File: src/include/timer_pin_io_pkg.sv
package timer_pin_io_pkg;

  // widths
  localparam int unsigned CNT_W  = 16;
  localparam int unsigned CTL_W  = 4;
  localparam int unsigned N_UNIT = 3;
  localparam int unsigned N_CH   = 2;

  // register byte offsets on the apb
  localparam logic [7:0] OFS_CTL_CH1  = 8'h00;
  localparam logic [7:0] OFS_CTL_CH2  = 8'h04;
  localparam logic [7:0] OFS_START    = 8'h08;
  localparam logic [7:0] OFS_CNT_CH1  = 8'h0c;
  localparam logic [7:0] OFS_CNT_CH2  = 8'h10;
  localparam logic [7:0] OFS_GR_A_CH1 = 8'h14;
  localparam logic [7:0] OFS_GR_A_CH2 = 8'h18;
  localparam logic [7:0] OFS_GR_B_CH2 = 8'h1c;
  localparam logic [7:0] OFS_STATUS   = 8'h20;
  localparam logic [7:0] OFS_MASK     = 8'h24;

  // control field layout inside a pin_io_control register
  localparam int unsigned FLD_A_LSB     = 0;
  localparam int unsigned FLD_B_LSB     = 4;
  localparam int unsigned CTL_TOP_BIT   = 3;
  localparam int unsigned CTL_INIT_BIT  = 2;
  localparam int unsigned CTL_BOTH_BIT  = 1;
  localparam int unsigned CTL_FALL_BIT  = 0;

  // compare actions, low two field bits
  localparam logic [1:0] ACT_OFF = 2'h0;
  localparam logic [1:0] ACT_CLR = 2'h1;
  localparam logic [1:0] ACT_SET = 2'h2;
  localparam logic [1:0] ACT_TGL = 2'h3;

  // status and mask bit positions: one bit per general register
  localparam int unsigned EV_A_CH1 = 0;
  localparam int unsigned EV_A_CH2 = 1;
  localparam int unsigned EV_B_CH2 = 2;

  // reset values
  localparam logic [7:0]        CTL_RST   = 8'h00;
  localparam logic [N_CH-1:0]   START_RST = 2'h0;
  localparam logic [CNT_W-1:0]  CNT_RST   = 16'h0000;
  localparam logic [CNT_W-1:0]  GR_RST    = 16'h0000;
  localparam logic [N_UNIT-1:0] STAT_RST  = 3'h0;
  localparam logic [31:0]       RDATA_RST = 32'h0000_0000;

  typedef enum logic [1:0] {
    APB_IDLE = 2'b01,
    APB_ACK  = 2'b10
  } apb_state_t;

  // top bit set selects capture role
  function automatic logic ctl_capture(input logic [CTL_W-1:0] ctl);
    return ctl[CTL_TOP_BIT];
  endfunction

  // pin driven only in compare role with a non-off action
  function automatic logic ctl_drives(input logic [CTL_W-1:0] ctl);
    return !ctl[CTL_TOP_BIT] && (ctl[1:0] != ACT_OFF);
  endfunction

  // edge select: both, falling, else rising
  function automatic logic ctl_edge_hit(input logic [CTL_W-1:0] ctl,
                                        input logic prev,
                                        input logic cur);
    if (ctl[CTL_BOTH_BIT]) begin
      return prev != cur;
    end else if (ctl[CTL_FALL_BIT]) begin
      return prev && !cur;
    end
    return !prev && cur;
  endfunction

endpackage

File: src/include/gr_unit_if.sv
`timescale 1ns/10ps
interface gr_unit_if;
  logic [15:0] cnt;
  logic        running;
  logic [3:0]  ctl;
  logic        wr;
  logic [15:0] wdata;
  logic        pin_in;
  logic [15:0] gr;
  logic        evt;
  logic        pin_out;
  logic        pin_oe;

  modport unit (input cnt, input running, input ctl, input wr, input wdata, input pin_in,
                output gr, output evt, output pin_out, output pin_oe);
  modport ctrl (output cnt, output running, output ctl, output wr, output wdata,
                output pin_in, input gr, input evt, input pin_out, input pin_oe);
endinterface

File: src/hdl/timer_pin_io_control.sv
// What this block does
// With the field top bit 0 the register compares, and low bits 00 leave its pin undriven.
// Compare code 01 drives the pin low at each match, initial level given by field bit 2.
// Compare code 10 drives the pin high at each match, initial level given by field bit 2.
// Compare code 11 inverts the pin at each match, starting from the level of field bit 2.
// Top bit 1 with low bits 00 captures the counter on a rising pin edge.
// Top bit 1 with low bits 01 captures on a falling pin edge.
// Top bit 1 with bit 1 set captures on both edges whatever bit 0 holds.
// Register B of channel 2 captures from its pin B and ignores field bit 6 when bit 7 is 1.
// Software never writes channel 1's A field with bits 3 and 2 both set; it captures from pin A.
// Register A of channel 2 captures from its pin A and ignores field bit 2 when bit 3 is 1.
// The initial pin level takes effect only while the channel's counter is stopped.
// A match (counter equals register) or a capture sets the register's status flag.
// A disabled compare code or the capture role leaves the pin undriven.
// Reset clears every control field, leaving compare role with outputs disabled.
`timescale 1ns/10ps
module timer_pin_io_control (
  input  wire logic        pclk,
  input  wire logic        presetn,
  input  wire logic        psel,
  input  wire logic        penable,
  input  wire logic        pwrite,
  input  wire logic [7:0]  paddr,
  input  wire logic [31:0] pwdata,
  output      logic [31:0] prdata,
  output      logic        pready,
  output      logic        pslverr,
  output      logic        irq,
  input  wire logic        pin_a_ch1_in,
  output      logic        pin_a_ch1_out,
  output      logic        pin_a_ch1_oe,
  input  wire logic        pin_a_ch2_in,
  output      logic        pin_a_ch2_out,
  output      logic        pin_a_ch2_oe,
  input  wire logic        pin_b_ch2_in,
  output      logic        pin_b_ch2_out,
  output      logic        pin_b_ch2_oe
);

  localparam int unsigned NU = timer_pin_io_pkg::N_UNIT;
  localparam int unsigned NC = timer_pin_io_pkg::N_CH;

  timer_pin_io_pkg::apb_state_t state_r;
  timer_pin_io_pkg::apb_state_t state_nxt;

  logic [7:0]    pin_io_control_ch1_r;
  logic [7:0]    pin_io_control_ch2_r;
  logic [NC-1:0] timer_start_reg_r;
  logic [15:0]   cnt_r     [NC];
  logic [15:0]   cnt_nxt   [NC];
  logic [NU-1:0] status_r;
  logic [NU-1:0] status_nxt;
  logic [NU-1:0] mask_r;
  logic [31:0]   prdata_r;
  logic [31:0]   rdata_mux;
  logic          pready_r;
  logic          pslverr_r;
  logic          irq_r;
  logic [NU-1:0] pin_meta_r;
  logic [NU-1:0] pin_sync_r;

  gr_unit_if u_a1 ();
  gr_unit_if u_a2 ();
  gr_unit_if u_b2 ();

  // apb phase decode
  wire setup    = psel && !penable && (state_r == timer_pin_io_pkg::APB_IDLE);
  wire access   = psel && penable && (state_r == timer_pin_io_pkg::APB_ACK);
  wire wr_en    = access && pwrite;
  wire rd_en    = access && !pwrite;

  // address decode
  wire sel_ctl1 = (paddr == timer_pin_io_pkg::OFS_CTL_CH1);
  wire sel_ctl2 = (paddr == timer_pin_io_pkg::OFS_CTL_CH2);
  wire sel_strt = (paddr == timer_pin_io_pkg::OFS_START);
  wire sel_cnt1 = (paddr == timer_pin_io_pkg::OFS_CNT_CH1);
  wire sel_cnt2 = (paddr == timer_pin_io_pkg::OFS_CNT_CH2);
  wire sel_gra1 = (paddr == timer_pin_io_pkg::OFS_GR_A_CH1);
  wire sel_gra2 = (paddr == timer_pin_io_pkg::OFS_GR_A_CH2);
  wire sel_grb2 = (paddr == timer_pin_io_pkg::OFS_GR_B_CH2);
  wire sel_stat = (paddr == timer_pin_io_pkg::OFS_STATUS);
  wire sel_mask = (paddr == timer_pin_io_pkg::OFS_MASK);
  wire mapped   = sel_ctl1 | sel_ctl2 | sel_strt | sel_cnt1 | sel_cnt2 |
                  sel_gra1 | sel_gra2 | sel_grb2 | sel_stat | sel_mask;

  // per-register control fields
  wire [3:0] ctl_a1 = pin_io_control_ch1_r[timer_pin_io_pkg::FLD_A_LSB +: 4];
  wire [3:0] ctl_a2 = pin_io_control_ch2_r[timer_pin_io_pkg::FLD_A_LSB +: 4];
  wire [3:0] ctl_b2 = pin_io_control_ch2_r[timer_pin_io_pkg::FLD_B_LSB +: 4];

  // events from the three registers, in status bit order
  wire [NU-1:0] evt = {u_b2.evt, u_a2.evt, u_a1.evt};

  // a status read clears only the bits it returned
  wire [NU-1:0] stat_clr = (rd_en && sel_stat) ? prdata_r[NU-1:0] : '0;

  // new events win over the read clear in the same cycle
  assign status_nxt = (status_r & ~stat_clr) | evt;

  // read data mux, zero for unmapped addresses
  always_comb begin
    rdata_mux = '0;
    case (1'b1)
      sel_ctl1: rdata_mux[7:0]    = pin_io_control_ch1_r;
      sel_ctl2: rdata_mux[7:0]    = pin_io_control_ch2_r;
      sel_strt: rdata_mux[NC-1:0] = timer_start_reg_r;
      sel_cnt1: rdata_mux[15:0]   = cnt_r[0];
      sel_cnt2: rdata_mux[15:0]   = cnt_r[1];
      sel_gra1: rdata_mux[15:0]   = u_a1.gr;
      sel_gra2: rdata_mux[15:0]   = u_a2.gr;
      sel_grb2: rdata_mux[15:0]   = u_b2.gr;
      sel_stat: rdata_mux[NU-1:0] = status_r;
      sel_mask: rdata_mux[NU-1:0] = mask_r;
      default:  rdata_mux         = '0;
    endcase
  end

  // apb sequencing: zero wait states, answer in the first access cycle
  always_comb begin
    case (state_r)
      timer_pin_io_pkg::APB_IDLE: state_nxt = setup ? timer_pin_io_pkg::APB_ACK
                                                    : timer_pin_io_pkg::APB_IDLE;
      timer_pin_io_pkg::APB_ACK:  state_nxt = timer_pin_io_pkg::APB_IDLE;
      default:                    state_nxt = timer_pin_io_pkg::APB_IDLE;
    endcase
  end

  // counters: free running on pclk while started; prescaler lives elsewhere
  always_comb begin
    for (int c = 0; c < NC; c++) begin
      cnt_nxt[c] = timer_start_reg_r[c] ? 16'(cnt_r[c] + 16'h0001) : cnt_r[c];
    end
    if (wr_en && sel_cnt1) begin
      cnt_nxt[0] = pwdata[15:0];
    end
    if (wr_en && sel_cnt2) begin
      cnt_nxt[1] = pwdata[15:0];
    end
  end

  // bus slave flops
  always_ff @(posedge pclk or negedge presetn) begin
    if (!presetn) begin
      state_r   <= timer_pin_io_pkg::APB_IDLE;
      pready_r  <= 1'b0;
      pslverr_r <= 1'b0;
      prdata_r  <= timer_pin_io_pkg::RDATA_RST;
    end else begin
      state_r   <= state_nxt;
      pready_r  <= setup;
      pslverr_r <= setup && !mapped;
      if (setup) begin
        prdata_r <= pwrite ? timer_pin_io_pkg::RDATA_RST : rdata_mux;
      end
    end
  end

  // software registers, written at the access edge only
  always_ff @(posedge pclk or negedge presetn) begin
    if (!presetn) begin
      pin_io_control_ch1_r <= timer_pin_io_pkg::CTL_RST;
      pin_io_control_ch2_r <= timer_pin_io_pkg::CTL_RST;
      timer_start_reg_r    <= timer_pin_io_pkg::START_RST;
      mask_r               <= timer_pin_io_pkg::STAT_RST;
    end else begin
      if (wr_en && sel_ctl1) begin
        pin_io_control_ch1_r <= pwdata[7:0];
      end
      if (wr_en && sel_ctl2) begin
        pin_io_control_ch2_r <= pwdata[7:0];
      end
      if (wr_en && sel_strt) begin
        timer_start_reg_r <= pwdata[NC-1:0];
      end
      if (wr_en && sel_mask) begin
        mask_r <= pwdata[NU-1:0];
      end
    end
  end

  // counters, status and interrupt
  always_ff @(posedge pclk or negedge presetn) begin
    if (!presetn) begin
      cnt_r[0] <= timer_pin_io_pkg::CNT_RST;
      cnt_r[1] <= timer_pin_io_pkg::CNT_RST;
      status_r <= timer_pin_io_pkg::STAT_RST;
      irq_r    <= 1'b0;
    end else begin
      cnt_r[0] <= cnt_nxt[0];
      cnt_r[1] <= cnt_nxt[1];
      status_r <= status_nxt;
      irq_r    <= |(status_nxt & mask_r);
    end
  end

  // pin synchronisers; the first stage feeds only the second
  always_ff @(posedge pclk or negedge presetn) begin
    if (!presetn) begin
      pin_meta_r <= '0;
      pin_sync_r <= '0;
    end else begin
      pin_meta_r <= {pin_b_ch2_in, pin_a_ch2_in, pin_a_ch1_in};
      pin_sync_r <= pin_meta_r;
    end
  end

  // register a of channel 1: capture source is its own pin a;
  // the prohibited 11xx code is treated as capture, bit 2 then ignored
  assign u_a1.cnt     = cnt_r[0];
  assign u_a1.running = timer_start_reg_r[0];
  assign u_a1.ctl     = ctl_a1;
  assign u_a1.wr      = wr_en && sel_gra1;
  assign u_a1.wdata   = pwdata[15:0];
  assign u_a1.pin_in  = pin_sync_r[timer_pin_io_pkg::EV_A_CH1];

  // register a of channel 2, captures from pin a of channel 2
  assign u_a2.cnt     = cnt_r[1];
  assign u_a2.running = timer_start_reg_r[1];
  assign u_a2.ctl     = ctl_a2;
  assign u_a2.wr      = wr_en && sel_gra2;
  assign u_a2.wdata   = pwdata[15:0];
  assign u_a2.pin_in  = pin_sync_r[timer_pin_io_pkg::EV_A_CH2];

  // register b of channel 2, captures from pin b of channel 2
  assign u_b2.cnt     = cnt_r[1];
  assign u_b2.running = timer_start_reg_r[1];
  assign u_b2.ctl     = ctl_b2;
  assign u_b2.wr      = wr_en && sel_grb2;
  assign u_b2.wdata   = pwdata[15:0];
  assign u_b2.pin_in  = pin_sync_r[timer_pin_io_pkg::EV_B_CH2];

  // capture edge selection and role decode live in the unit
  // see R5 see R6
  gr_unit i_gr_a1 (
    .pclk    (pclk),
    .presetn (presetn),
    .u       (u_a1)
  );

  gr_unit i_gr_a2 (
    .pclk    (pclk),
    .presetn (presetn),
    .u       (u_a2)
  );

  gr_unit i_gr_b2 (
    .pclk    (pclk),
    .presetn (presetn),
    .u       (u_b2)
  );

  // outputs straight from flops
  assign prdata        = prdata_r;
  assign pready        = pready_r;
  assign pslverr       = pslverr_r;
  assign irq           = irq_r;
  assign pin_a_ch1_out = u_a1.pin_out;
  assign pin_a_ch1_oe  = u_a1.pin_oe;
  assign pin_a_ch2_out = u_a2.pin_out;
  assign pin_a_ch2_oe  = u_a2.pin_oe;
  assign pin_b_ch2_out = u_b2.pin_out;
  assign pin_b_ch2_oe  = u_b2.pin_oe;

endmodule // timer_pin_io_control

File: src/hdl/gr_unit.sv
`timescale 1ns/10ps
// one general register with its compare/capture pin logic
module gr_unit (
  input wire logic pclk,
  input wire logic presetn,
  gr_unit_if.unit  u
);

  logic [15:0] gr_r;
  logic [15:0] gr_nxt;
  logic        prev_r;
  logic        evt_r;
  logic        out_r;
  logic        out_nxt;
  logic        oe_r;

  wire is_cap   = timer_pin_io_pkg::ctl_capture(u.ctl);
  // a match can only fire while the counter moves, so it lasts one cycle
  wire match    = !is_cap && u.running && (u.cnt == gr_r);
  wire edge_hit = is_cap && timer_pin_io_pkg::ctl_edge_hit(u.ctl, prev_r, u.pin_in);

  // capture beats a software write in the same cycle
  assign gr_nxt = edge_hit ? u.cnt : (u.wr ? u.wdata : gr_r);

  // pin level: initial level while stopped, compare action while running
  always_comb begin
    out_nxt = out_r;
    if (!u.running) begin
      out_nxt = u.ctl[timer_pin_io_pkg::CTL_INIT_BIT];
    end else if (match) begin
      case (u.ctl[1:0])
        timer_pin_io_pkg::ACT_CLR: out_nxt = 1'b0;
        timer_pin_io_pkg::ACT_SET: out_nxt = 1'b1;
        timer_pin_io_pkg::ACT_TGL: out_nxt = ~out_r;
        default:                   out_nxt = out_r;
      endcase
    end
  end

  // state flops
  always_ff @(posedge pclk or negedge presetn) begin
    if (!presetn) begin
      gr_r   <= timer_pin_io_pkg::GR_RST;
      prev_r <= 1'b0;
      evt_r  <= 1'b0;
      out_r  <= 1'b0;
      oe_r   <= 1'b0;
    end else begin
      gr_r   <= gr_nxt;
      prev_r <= u.pin_in;
      evt_r  <= match | edge_hit;
      out_r  <= out_nxt;
      oe_r   <= timer_pin_io_pkg::ctl_drives(u.ctl);  // see R1
    end
  end

  assign u.gr      = gr_r;
  assign u.evt     = evt_r;
  assign u.pin_out = out_r;
  assign u.pin_oe  = oe_r;

endmodule // gr_unit

File: config.mk
export PLATFORM = sky130hd
export DESIGN_NAME = timer_pin_io_control
export DESIGN_NICKNAME = d
export VERILOG_FILES = /design/src/include/timer_pin_io_pkg.sv /design/src/include/gr_unit_if.sv /design/src/hdl/timer_pin_io_control.sv /design/src/hdl/gr_unit.sv
export SDC_FILE = /design/constraint.sdc
export NUM_CORES = 1
export LEC_CHECK = 0
export BUFFER_PORTS_ARGS = -buffer_cell sky130_fd_sc_hd__buf_2
export CORE_MARGIN = 2
export CORE_UTILIZATION = 35
export CTS_CLUSTER_DIAMETER = 80
export DETAILED_ROUTE_END_ITERATION = 8
export SKIP_CTS_REPAIR_TIMING = 1
export SYNTH_ARGS = -nofsm -noshare
export SYNTH_HDL_FRONTEND = slang
export SYNTH_SLANG_ARGS = --single-unit
File: constraint.sdc
create_clock -name pclk -period 5.5 [get_ports pclk]
set_input_delay 1.1 -clock pclk [delete_from_list [all_inputs] [get_ports pclk]]
set_output_delay 1.1 -clock pclk [all_outputs]
set_load 0.005 [all_outputs]
# [After elaboration in Yosys (flattened, before gate mapping)]
# Index checks and enable logic that the tools add are counted.
[op_classes] n_addsub=2 eq_ne=32 n_mux=74 bitwise=19 reduce_logical=60
[ops] operator="16-bit 2-to-1 mux" count=11
[ops] operator="8-bit 2-to-1 mux" count=8
[ops] operator="16-bit equality test" count=3
[ops] operator="5-bit 2-to-1 mux" count=8
[ops] operator="1-bit logical AND" count=35
[ops] operator="16-bit by 1-bit adder with 16-bit output, second input constant" count=2
[ops] operator="8-bit by 5-bit equality test with 1-bit output, second input constant" count=4
[ops] operator="1-bit 2-to-1 mux" count=31
[ops] operator="2-bit 2-to-1 mux" count=12
[ops] operator="8-bit by 4-bit equality test with 1-bit output, second input constant" count=2
[ops] operator="8-bit by 6-bit equality test with 1-bit output, second input constant" count=2
[ops] operator="2-bit nonzero test" count=8
[ops] operator="2-bit equality test, second input constant" count=7
[ops] operator="1-bit zero test" count=12
[ops] operator="4-bit by 1-bit inequality test with 1-bit output, second input constant" count=3
[ops] operator="1-bit bitwise OR" count=12
[ops] operator="1-bit one-hot mux with 3 select lines" count=3
[ops] operator="2-bit by 1-bit equality test with 1-bit output, second input constant" count=4
[ops] operator="8-bit by 3-bit equality test with 1-bit output, second input constant" count=1
[ops] operator="8-bit zero test" count=1
[ops] operator="3-bit bitwise AND" count=2
[ops] operator="2-bit by 1-bit inequality test with 1-bit output, second input constant" count=3
[ops] operator="2-bit AND reduction" count=3
[ops] operator="3-bit 2-to-1 mux" count=1
[ops] operator="5 further kinds" count=9
[word_totals] register_bits=159 input_bits=48 output_inout_bits=41

# [Depth between registers and ports, before layout]
# Gate-level depths: netlist (run 1).
[logic_depth] word_depth=12 ltp_mapped=9 depth_no_buf=7

# [Cells and area by module]
# Synthesis (run 1) repeated with hierarchy kept, for this count alone.
[hier_totals] cells_unflattened=830 hier_area_um2=8086.5
[modules_own_cells] module="timer_pin_io_control" n_inst=1 cells_per_inst=470 area_per_inst_um2=4578.1 seq_area_each_um2=2053.2
[modules_own_cells] module="gr_unit at i_gr_a2 ..." n_inst=2 cells_per_inst=120 area_per_inst_um2=1167.4 seq_area_each_um2=500.5
[modules_own_cells] module="gr_unit at i_gr_a1" n_inst=1 cells_per_inst=120 area_per_inst_um2=1173.6 seq_area_each_um2=500.5

# [Least setup slack after synthesis (run 1)]
# Ideal clock, no wire load.
[synth_timing] path_type="input -> register" start="input paddr[4]" end="register i_gr_a1.gr_r[11], in the netlist i_gr_a1.u.gr[11]" setup_time_ps=132 t_arrival_ps=2576 t_required_ps=5368 slack_ps=2792 stages=7 n_path_buf=2 path_cell_list="buf_2 or4b_4 nor3_4 nand2_4 buf_6 mux2i_1 o21ai_1"
[synth_between] elab_chain_len=3
[synth_lines] element="from (decl)" line="timer_pin_io_control.sv:23" text="input wire logic [7:0] paddr,"
[synth_lines] element="8-bit by 5-bit equality test with 1-bit output" line="timer_pin_io_control.sv:78" text="wire sel_gra1 = (paddr == timer_pin_io_pkg::OFS_GR_A_CH1);"
[synth_lines] element="1-bit logical AND" line="timer_pin_io_control.sv:212" text="assign u_a1.wr = wr_en && sel_gra1;"
[synth_lines] element="2-bit nonzero test (no line)"
[synth_lines] element="to (signal assigned)" line="gr_unit.sv:43" text="gr_r <= timer_pin_io_pkg::GR_RST;"
[synth_lines] element="to (signal assigned)" line="gr_unit.sv:49" text="gr_r <= gr_nxt;"
[synth_lines] element="to (decl)" line="gr_unit.sv:9" text="logic [15:0] gr_r;"
# No other way between the ends.
# A chain may end at the register's enable or synchronous reset.

# [Final worst setup path (run 1)]
[layout_timing] start="input paddr[3]" end="register cnt_r (netlist bit u_a1.cnt[8])"
[layout_between] elab_chain_len=3 word_cells_on_any_way=4 classes_between="eq/ne (1); mux (1); reduce/logical (2)"
[layout_lines] element="8-bit by 4-bit equality test with 1-bit output (*)" line="timer_pin_io_control.sv:76" text="wire sel_cnt1 = (paddr == timer_pin_io_pkg::OFS_CNT_CH1);"
[layout_lines] element="1-bit logical AND (*)" line="timer_pin_io_control.sv:133" text="if (wr_en && sel_cnt1) begin"
[layout_lines] element="16-bit 2-to-1 mux / 2-bit nonzero test (equally long branches)"
[layout_lines] element="to (decl)" line="timer_pin_io_control.sv:49" text="logic [15:0] cnt_r [NC];"
# Mark *: on every way between the ends. The rest lies on a longest branch, timed or not.

==> results of run 1 <==
critical path, stage by stage:
cell and delay, ns:
buf_2 0.43, and2_1 0.40, and3_1 0.51, nand2_1 0.73
nor2_1 0.30, a21oi_1 0.06
cell usage in the layout (no fill, tap or decap), drive strengths merged, types with 5 or more instances in the layout:
cell	instances
xnor2	56
buf	63
clkbuf	20
bufinv	5
a21oi	79
mux2i	57
dfrtp	141
conb	16
o21ai	43
nor2	92
a21o	5
inv	15
nor4	6
nand2	68
mux4	8
ha	8
nand3	15
and3	7
nand4	19
and4	8
mux2	26
o2bb2ai	5
xor2	22
nor3	8
a221oi	8
path summary, 6_finish.rpt:
check                      cells after the start                     from  slack [ns]                       end
max                                            6                 paddr[3]        2.19   u_a1.cnt[8]$_DFFE_PN0P_
min                                            0  pin_meta_r[2]$_DFF_PN0_        0.34   pin_sync_r[2]$_DFF_PN0_
max reg2reg                                    5     state_r[0]$_DFF_PN1_        3.15   u_a2.cnt[6]$_DFFE_PN0P_
min reg2reg                                    0  pin_meta_r[2]$_DFF_PN0_        0.34   pin_sync_r[2]$_DFF_PN0_
max in group asynchronous                      2                  presetn        3.81  u_a2.cnt[12]$_DFFE_PN0P_
min in group asynchronous                      1                  presetn        0.74  i_gr_a2.prev_r$_DFF_PN0_
synthesized netlist by cell type (14+ instances only):
cell      instances  area, um^2
xor2_1           22         193
o21ai_0          32         160
clkbuf_1         39         146
nand2_1          67         251
dfrtp_1         141        3530
mux2_2           26         293
mux2i_1          57         571
a21oi_1          79         395
nor2_1           91         342
xnor2_1          56         490
nand3_1          14        70.1
buf_4            17         128
nand4_1          18         113
buf_2            15        75.1
logic make-up (layout without fill, tap and decap cells):
group           after synthesis  count (layout)  share of synthesized area, %
buf+inv                      91             108                          5.38
fa+ha+maj                     8               8                          1.24
other cells                   1              17                        0.0466
xor+xnor                     78              78                          8.49
compound gates              170             170                          12.8
simple gates                242             242                          14.9
flops                       142             142                          44.2
mux                          91              91                          13.0
power breakdown:
part	internal (mW)	leakage (nW)	switching [mW]
Clock	0.846	0.324	0.485
Combinational	0.118	2.19	0.167
Sequential	1.08	1.76	0.0840
layer usage:
metal | up-vias | global-route usage, % | wire length (um)
met5 | - | 0 | 7
met4 | 2 | 7.69 | 650
met3 | 36 | 4.03 | 1140
met2 | 182 | 30.9 | 10700
met1 | 3061 | 27.4 | 10500
li1 | 2891 | - | -
metrics by stage:
| stage | hold WS (ns) | power, mW | instance area, um^2 |
|---|---|---|---|
| 6_report | 0.344 | 2.78 | 9090 |
| 2_1_floorplan | 0.331 | 1.35 | 8100 |
| 3_5_place_dp | 0.336 | 1.46 | 8410 |
| 3_3_place_gp | 0.334 | 1.46 | 8410 |
| 4_1_cts | 0.350 | 2.79 | 9090 |
| 5_1_grt | 0.351 | 2.87 | 9090 |
registers in the layout (all words and copies together), names as in the netlist, 8 cells and up:
name and flops:
prdata 16, u_a1.cnt 16, i_gr_b2.u.gr 16, i_gr_a1.u.gr 16, pin_io_control_ch1_r 8, pin_io_control_ch2_r 8, u_a2.cnt 16, i_gr_a2.u.gr 16
area by class of cell:
cell class / count / area, um^2
timing repair buffer: 63 / 339
clock buffer: 20 / 467
antenna: 1 / 2.50
fill: 2260 / 13500
inverter: 13 / 48.8
tap: 285 / 357
sequential: 142 / 3550
multi-input combinational: 605 / 4120
clock inverter: 12 / 205
==> results.toml, run 1 <==
[cts]
numCtsBuffers = 17
clock_latency_ns = 0.44
path_clk_slew_ns = 0.06
cts_htree_levels = 4
clk_path_buf_depth = 2
cts_tree = "done"
cts-root-buf = "clkbuf_16"
cts_sinks = 142

[sta]
setup_ws_ns = 2.19
rsz0062_at_grt = "no"
fmax_mhz = 302
slew_headroom_pct = 24.9
post-route-period-util_pct = 60.2
setup_viol = 0
final.min_clock_period_ns = 3.31
hold_viol = 0
maxSlewViolCount = 0
clock_skew_ns = 0.0144
worstMarginPinSlew_ns = 1.12
fin_setup_tns_ns = 0

[floorplanning]
core.rowCount = 55
dieWidth_um = 156
initial_core_util_pct = 35.6
core_um2 = 22600
dieHeight_um = 156
die_area_um2 = 24200
ios = 89

[yosys]
synth-async-reset-ratio_pct = 100
ys_seq_area_share_pct = 44.2
synth.cell_area_um2 = 8050
synth-edff-count = 0
syn-mean-instance-area_um2 = 9.78
ys_seq_elements = 142
synthFlopType = "dfrtp_1"
synth.distinct_cells = 68
syn_inst = 823
synth_warnings = 0

[setup_path]
cp-end-kind = "register"
worstSetupPathType = "in2reg"
cp.required_ns = 5.76
worstPathArrival_ns = 3.57
start_kind = "primary input"
critPathMaxFanout = 32

[power_and_ir_drop]
power_density_nw_per_um2 = 306
irDropWorstVdd_v = 0.000169
p_leak_nw = 4.28

[place]
pre_cts_slack_ns = 1.83
place_inst = 1108
portBuffers = 56
hpwl_um = 16100
place.gp.congestion = 0.931

[grt]
grt_pass1_wl_um = 36200
grt_usage_pct = 19.9
grt_pass1_vias = 6074
grt_overflow = 0
antenna_found_initial = 2
grt_max_degree = 87

[cells_and_area]
layout.nets = 898
area_growth_pct = 13.0
fin_util_pct = 40.3
drive_above_1_share_pct = 17.1
fin_cells = 1141

[route]
wirelength_um = 23000
drt_pass1_iterations = 5
vias = 6172
ant_nets = 0
viasPerCell = 5.41
routedWlPerCell_um = 20.2
drc_errors = 0
drt_iter0_drc = 447

[worst_hold_path]
hold_class = "reg2reg"

[run]
maxCapViolCount = 0

[status]
status = "finished, final reports clean"
(Power assumes the default switching activity.)
==> inputs of run 2 (changes only) <==
--- a/config.mk
+++ b/config.mk
@@ -5,6 +5,7 @@
 export SDC_FILE = /design/constraint.sdc
 export NUM_CORES = 1
 export LEC_CHECK = 0
+export ABC_AREA = 1
 export BUFFER_PORTS_ARGS = -buffer_cell sky130_fd_sc_hd__buf_2
 export CORE_MARGIN = 2
 export CORE_UTILIZATION = 35
==> constraint.sdc (replaced) <==
create_clock -name pclk -period 2.8 [get_ports pclk]
set_input_delay 0.56 -clock pclk [delete_from_list [all_inputs] [get_ports pclk]]
set_output_delay 0.56 -clock pclk [all_outputs]
set_load 0.005 [all_outputs]
==> run 2 against run 1 <==
Routed wire length up 4.8%; critical path depth up 1; first-iteration DRC count up 39%; register-to-register slack worse by 2.6 ns; highest routed layer is now met4; clock skew down 0.0055 ns; setup slack worse by 1.6 ns.
==> results.toml, run 2 <==
[yosys]
synthFlopType = "dfrtp_1"
post-synth-top-count-cell = "nand2_1"
synth-edff-count = 0
synth_top_area_share_pct = 42.7
syn-mean-instance-area_um2 = 8.01
yosys-top-cells-count = "nand2_1, dfrtp_1, inv_1, o21ai_0, nor2_1"
synth.distinct_cells = 49
synth_warnings = 0
synth_area_leaders = "dfrtp_1, nand2_1, inv_1"
syn_inst = 1033
ys_seq_elements = 142
yosysTopAreaCell = "dfrtp_1"
ys_seq_area_share_pct = 43.0
synth.cell_area_um2 = 8270
synth-async-reset-ratio_pct = 100

[cts]
numCtsBuffers = 17
path_clk_slew_ns = 0.06
clk_path_buf_depth = 2
cts_htree_levels = 4
cts-root-buf = "clkbuf_16"
cts_sinks = 142
cts_tree = "done"
clock_latency_ns = 0.43

[sta]
fmax_mhz = 444
final.min_clock_period_ns = 2.25
clock_skew_ns = 0.00883
rsz0062_at_grt = "no"
setup_viol = 0
worstMarginPinSlew_ns = 0.951
post-route-period-util_pct = 80.4
fin_setup_tns_ns = 0
maxSlewViolCount = 0
slew_headroom_pct = 36.6
hold_viol = 0

[cells_and_area]
layout.nets = 1129
final_cell_mix = "nand2_1, dfrtp_1, inv_1"
n_antenna_cell = 0
multi_input_area_um2 = 3950
layout_commonest_cell = "nand2_1"
n_fill_cell = 2437
register_area_um2 = 3550
area_growth_pct = 12.9
drive_above_1_share_pct = 14.0

[grt]
antenna_found_initial = 0
grt_overflow = 0
grt_pass1_wl_um = 38300
grt_usage_pct = 20.1
grt_max_degree = 56
grt_pass1_vias = 6733

[floorplanning]
dieWidth_um = 158
core.rowCount = 56
initial_core_util_pct = 35.4
dieHeight_um = 158
core_um2 = 23300
ios = 89
die_area_um2 = 24900

[route]
viasPerCell = 5.17
drc_errors = 0
routedWlPerCell_um = 17.2
ant_nets = 0
vias = 7266
wirelength_um = 24100
drt_pass1_iterations = 5
drt_iter0_drc = 621

[setup_path]
critPathMaxFanout = 18
r2r-end = "i_gr_b2.u.gr[15]$_DFFE_PN0P_"
cp.required_ns = 3.09
reg2reg_from = "pin_sync_r[2]$_DFF_PN0_"
start_kind = "register"
r2r_cells = 7
worstPathArrival_ns = 2.54
worstSetupPathType = "reg2reg"
cp-end-kind = "register"
reg2reg_slack_ns = 0.55

[place]
hpwl_um = 17500
portBuffers = 56
place.gp.congestion = 0.872

[power_and_ir_drop]
p_leak_nw = 4.38
finalPower_mw = 4.52
power_density_nw_per_um2 = 484
irDropWorstVdd_v = 0.000336

[worst_hold_path]
hold_class = "in2async"

[run]
maxCapViolCount = 0

[status]
status = "finished, final reports clean"
-- run 2: cell types whose count changed after synthesis, moves of 10 or more --
cell and delta:
nand2_1 +150, inv_1 +93, mux2i_1 -57, nand3_1 +42, o21ai_0 +36, o211ai_1 +32
a21oi_1 -31, nor2_1 -28, mux2_2 -26, o22ai_1 +26, clkbuf_1 -24, xnor2_1 -21
o21ai_1 +13, nand2_2 +10
-- run 2: worst max path at each step --
stage,slack [ns],depth (start not counted),end,start
2_1_floorplan,1.06,10,u_a2.cnt[7]$_DFFE_PN0P_,paddr[0]
4_1_cts,0.56,9,i_gr_b2.u.gr[15]$_DFFE_PN0P_,pin_sync_r[2]$_DFF_PN0_
3_5_place_dp,0.33,11,u_a1.cnt[6]$_DFFE_PN0P_,paddr[0]
5_1_grt,0.34,9,i_gr_b2.u.gr[0]$_DFFE_PN0P_,pin_sync_r[2]$_DFF_PN0_
3_3_place_gp,0.36,11,u_a1.cnt[6]$_DFFE_PN0P_,paddr[0]
6_report,0.55,7,i_gr_b2.u.gr[15]$_DFFE_PN0P_,pin_sync_r[2]$_DFF_PN0_
-- run 2: through the flow --
step / cell area [um^2] / util (%) / setup WS, ns / std cells / hold WS (ns)
CTS: 9340 / 40.0 / 0.560 / 1405 / 0.105
global placement: 8770 / 37.6 / 0.359 / 1373 / 0.334
detailed placement: 8770 / 37.6 / 0.333 / 1373 / 0.347
global route: 9340 / 40.0 / 0.340 / 1405 / 0.126
finish: 9340 / 40.0 / 0.549 / 1405 / 0.0963
floorplan: 8330 / - / 1.06 / 1048 / 0.264
-- run 2: power breakdown --
part           internal (mW)  total (mW)  switching [mW]
Combinational         0.0591       0.217           0.157
Clock                   1.27        2.22           0.946
Sequential              2.07        2.08          0.0147
Total                   3.40        4.52            1.12
-- run 2: kinds of logic after synthesis --
group	count (synthesis)	share of synthesized area [%]
DFF	142	43.0
adders and majority gates	8	1.21
AOI/OAI and AO/OA	242	17.8
other	1	0.0453
and+or+nand+nor	405	22.3
xor gates and xnor gates	54	5.72
buffers and inverters	181	9.96
-- run 2: routing by layer --
layer  up-vias  part of all wire [%]  GRT usage, %
met4         0                   1.7          5.45
li1       3515                     -             -
met2       202                    46          31.7
met5         -                     0             0
met1      3524                    46          28.5
met3        25                   5.6          3.42
-- run 2: worst max-delay path: stages (launching register included) --
cell	delay (ns)
dfrtp_1	0.39
ha_1	0.28
a21oi_1	0.07
o21ai_2	0.74
buf_4	0.36
nand2_1	0.07
o211ai_1	0.09
o21ai_0	0.11
-- run 2: area by class of cell --
type,instances,area share (%)
Multi-Input combinational cell,725,42.3
Sequential cell,142,38.1
Clock buffer,19,4.85
Timing Repair Buffer,73,4.70
Inverter,114,4.61
Tap cell,319,4.27
Clock inverter,13,1.23
==> inputs of run 3 (changes only) <==
--- a/config.mk
+++ b/config.mk
@@ -5,7 +5,7 @@
 export SDC_FILE = /design/constraint.sdc
 export NUM_CORES = 1
 export LEC_CHECK = 0
-export ABC_AREA = 1
+export ABC_AREA = 0
 export BUFFER_PORTS_ARGS = -buffer_cell sky130_fd_sc_hd__buf_2
 export CORE_MARGIN = 2
 export CORE_UTILIZATION = 35
==> constraint.sdc (replaced) <==
create_clock -name pclk -period 1.8 [get_ports pclk]
set_input_delay 0.36 -clock pclk [delete_from_list [all_inputs] [get_ports pclk]]
set_output_delay 0.36 -clock pclk [all_outputs]
set_load 0.005 [all_outputs]
==> run 3 against run 2 <==
The run now ends with negative setup slack left; clock-buffer cell count did not move; first-iteration DRC count fell by 30%; die area down 2.6%; cell count down 11%; critical endpoint is now i_gr_b2.u.gr[9]$_DFFE_PN0P_; highest routed layer unchanged.
==> results.toml, run 3 (synthesis results as in run 1) <==
[status]
status = "complete, but fails checks"
violations = "negative setup slack"

[route]
drc_errors = 0
viasPerCell = 5.32
wirelength_um = 25000
vias = 6645
drt_pass1_iterations = 5
ant_nets = 0
routedWlPerCell_um = 20.0
drt_iter0_drc = 432

[cells_and_area]
register_area_um2 = 3570
layout.nets = 1008
final_cell_mix = "dfrtp_1, buf_4, nor2_1"
n_fill_cell = 2159
area_growth_pct = 28.5
drive_above_1_share_pct = 32.0
multi_input_area_um2 = 4380
fin_util_pct = 45.8
layout_commonest_cell = "dfrtp_1"
n_antenna_cell = 0
fin_cells = 1248

[setup_path]
cp-startpoint = "i_gr_b2.prev_r$_DFF_PN0_"
crit_slowest_cell = "dfrtp_1"
setup.worst_path.end = "i_gr_b2.u.gr[9]$_DFFE_PN0P_"
cp-end-kind = "register"
reg2reg_slack_ns = -0.04
worstPathArrival_ns = 2.15
crit_path_max_incr_delay_ns = 0.36
r2r-end = "i_gr_b2.u.gr[9]$_DFFE_PN0P_"
cp.required_ns = 2.11
worstPathCellList = "inv_1 -> ha_1 -> mux2_4 -> o211ai_1 -> buf_4 -> buf_12 -> mux2i_2 -> a21oi_1"
critPathMaxFanout = 8
worstSetupPathType = "reg2reg"
r2r_cells = 8
start_kind = "register"
reg2reg_from = "i_gr_b2.prev_r$_DFF_PN0_"

[grt]
antenna_found_initial = 0
grt_max_degree = 44
grt_overflow = 0
grt_pass1_wl_um = 38000
grt_usage_pct = 20.7
grt_pass1_vias = 6619

[cts]
path_clk_slew_ns = 0.06
cts_htree_levels = 4
cts_tree = "done"
clock_latency_ns = 0.43
clk_path_buf_depth = 2
numCtsBuffers = 17
cts_sinks = 142
cts-root-buf = "clkbuf_16"

[sta]
worstMarginPinSlew_ns = 0.647
fmax_mhz = 542
clock_skew_ns = 0.00966
slew_headroom_pct = 56.3
final.min_clock_period_ns = 1.84
post-route-period-util_pct = 102
setup_ws_ns = -0.0438
rsz0062_at_grt = "yes"
setup_viol = 14
hold_viol = 0
maxSlewViolCount = 0

[place]
hpwl_um = 17700
portBuffers = 56
place_inst = 1205
place.gp.congestion = 0.882

[floorplanning]
ios = 89
die_area_um2 = 24200
dieWidth_um = 156
initial_core_util_pct = 35.6
core_um2 = 22600
core.rowCount = 55
dieHeight_um = 156

[power_and_ir_drop]
finalPower_mw = 8.61
irDropWorstVdd_v = 0.000515
p_leak_nw = 4.93
power_density_nw_per_um2 = 832

[worst_hold_path]
hold_class = "in2reg"

[run]
maxCapViolCount = 0
==> run 3: cell count changes in the layout (fill, tap and decap cells not counted), moves of 17 or more <==
cell | before | now
inv_1 | 105 | 12
o211ai_1 | 34 | 2
o22ai_1 | 29 | 3
a21oi_1 | 48 | 79
nand2_1 | 217 | 64
nor2_1 | 63 | 80
mux2i_1 | 0 | 53
buf_4 | 15 | 100
mux2_2 | 0 | 24
o21ai_0 | 68 | 31
nand3_1 | 56 | 13
==> run 3: how the worst min path moves through the flow <==
stage,start,to,slack [ns],cells past startpoint
after floorplan,presetn,i_gr_a1.prev_r$_DFF_PN0_,0.06,0
after global placement,presetn,irq$_DFF_PN0_,0.28,1
after detailed placement,presetn,irq$_DFF_PN0_,0.28,1
after CTS,presetn,irq$_DFF_PN0_,-0.17,1
after global routing,pin_a_ch1_in,pin_meta_r[0]$_DFF_PN0_,0.03,1
final,pin_a_ch1_in,pin_meta_r[0]$_DFF_PN0_,0.04,1
==> run 3: report_power, final <==
part | internal (mW) | leakage (nW) | switching, mW
Combinational | 0.635 | 2.88 | 0.730
Sequential | 3.31 | 1.75 | 0.157
Clock | 2.37 | 0.297 | 1.40
Total | 6.32 | 4.93 | 2.29
==> run 3: final cells by class <==
type / count / area share, %
clock buffer: 19 / 4.38
timing repair buffer: 172 / 13.2
inverter: 13 / 0.472
tap: 285 / 3.45
multi-input combinational: 606 / 42.3
clock inverter: 11 / 1.61
sequential: 142 / 34.5
==> run 3: through the flow <==
| stage | cell area (um^2) | setup WS (ns) | hold slack, ns | setup TNS (ns) |
|---|---|---|---|---|
| floorplan | 8130 | -0.0330 | 0.0644 | -0.330 |
| detailed placement | 9290 | -0.256 | 0.283 | -18.71 |
| CTS | 9900 | -0.216 | -0.168 | -1.06 |
| global route | 10300 | -0.0782 | 0.0339 | -1.74 |
| global placement | 9290 | -0.259 | 0.283 | -16.53 |
| finish | 10300 | -0.0438 | 0.0429 | -0.180 |
==> run 3: metal layers <==
layer | up-vias | wire (um) | GRT usage (%)
li1 | 3121 | - | -
met1 | 3280 | 11300 | 28.6
met2 | 194 | 11600 | 32.4
met3 | 50 | 1380 | 3.81
met4 | 0 | 755 | 7.51
met5 | - | 0 | 0
==> run 3: worst max-delay path, delay by kind of cell, from the launching register on <==
family,cells,cell delay (ns)
buffers and inverters,3,0.43
AO/OA/AOI/OAI,2,0.26
adder cells (fa/ha/maj),1,0.18
multiplexers,2,0.49
flip-flops,1,0.36
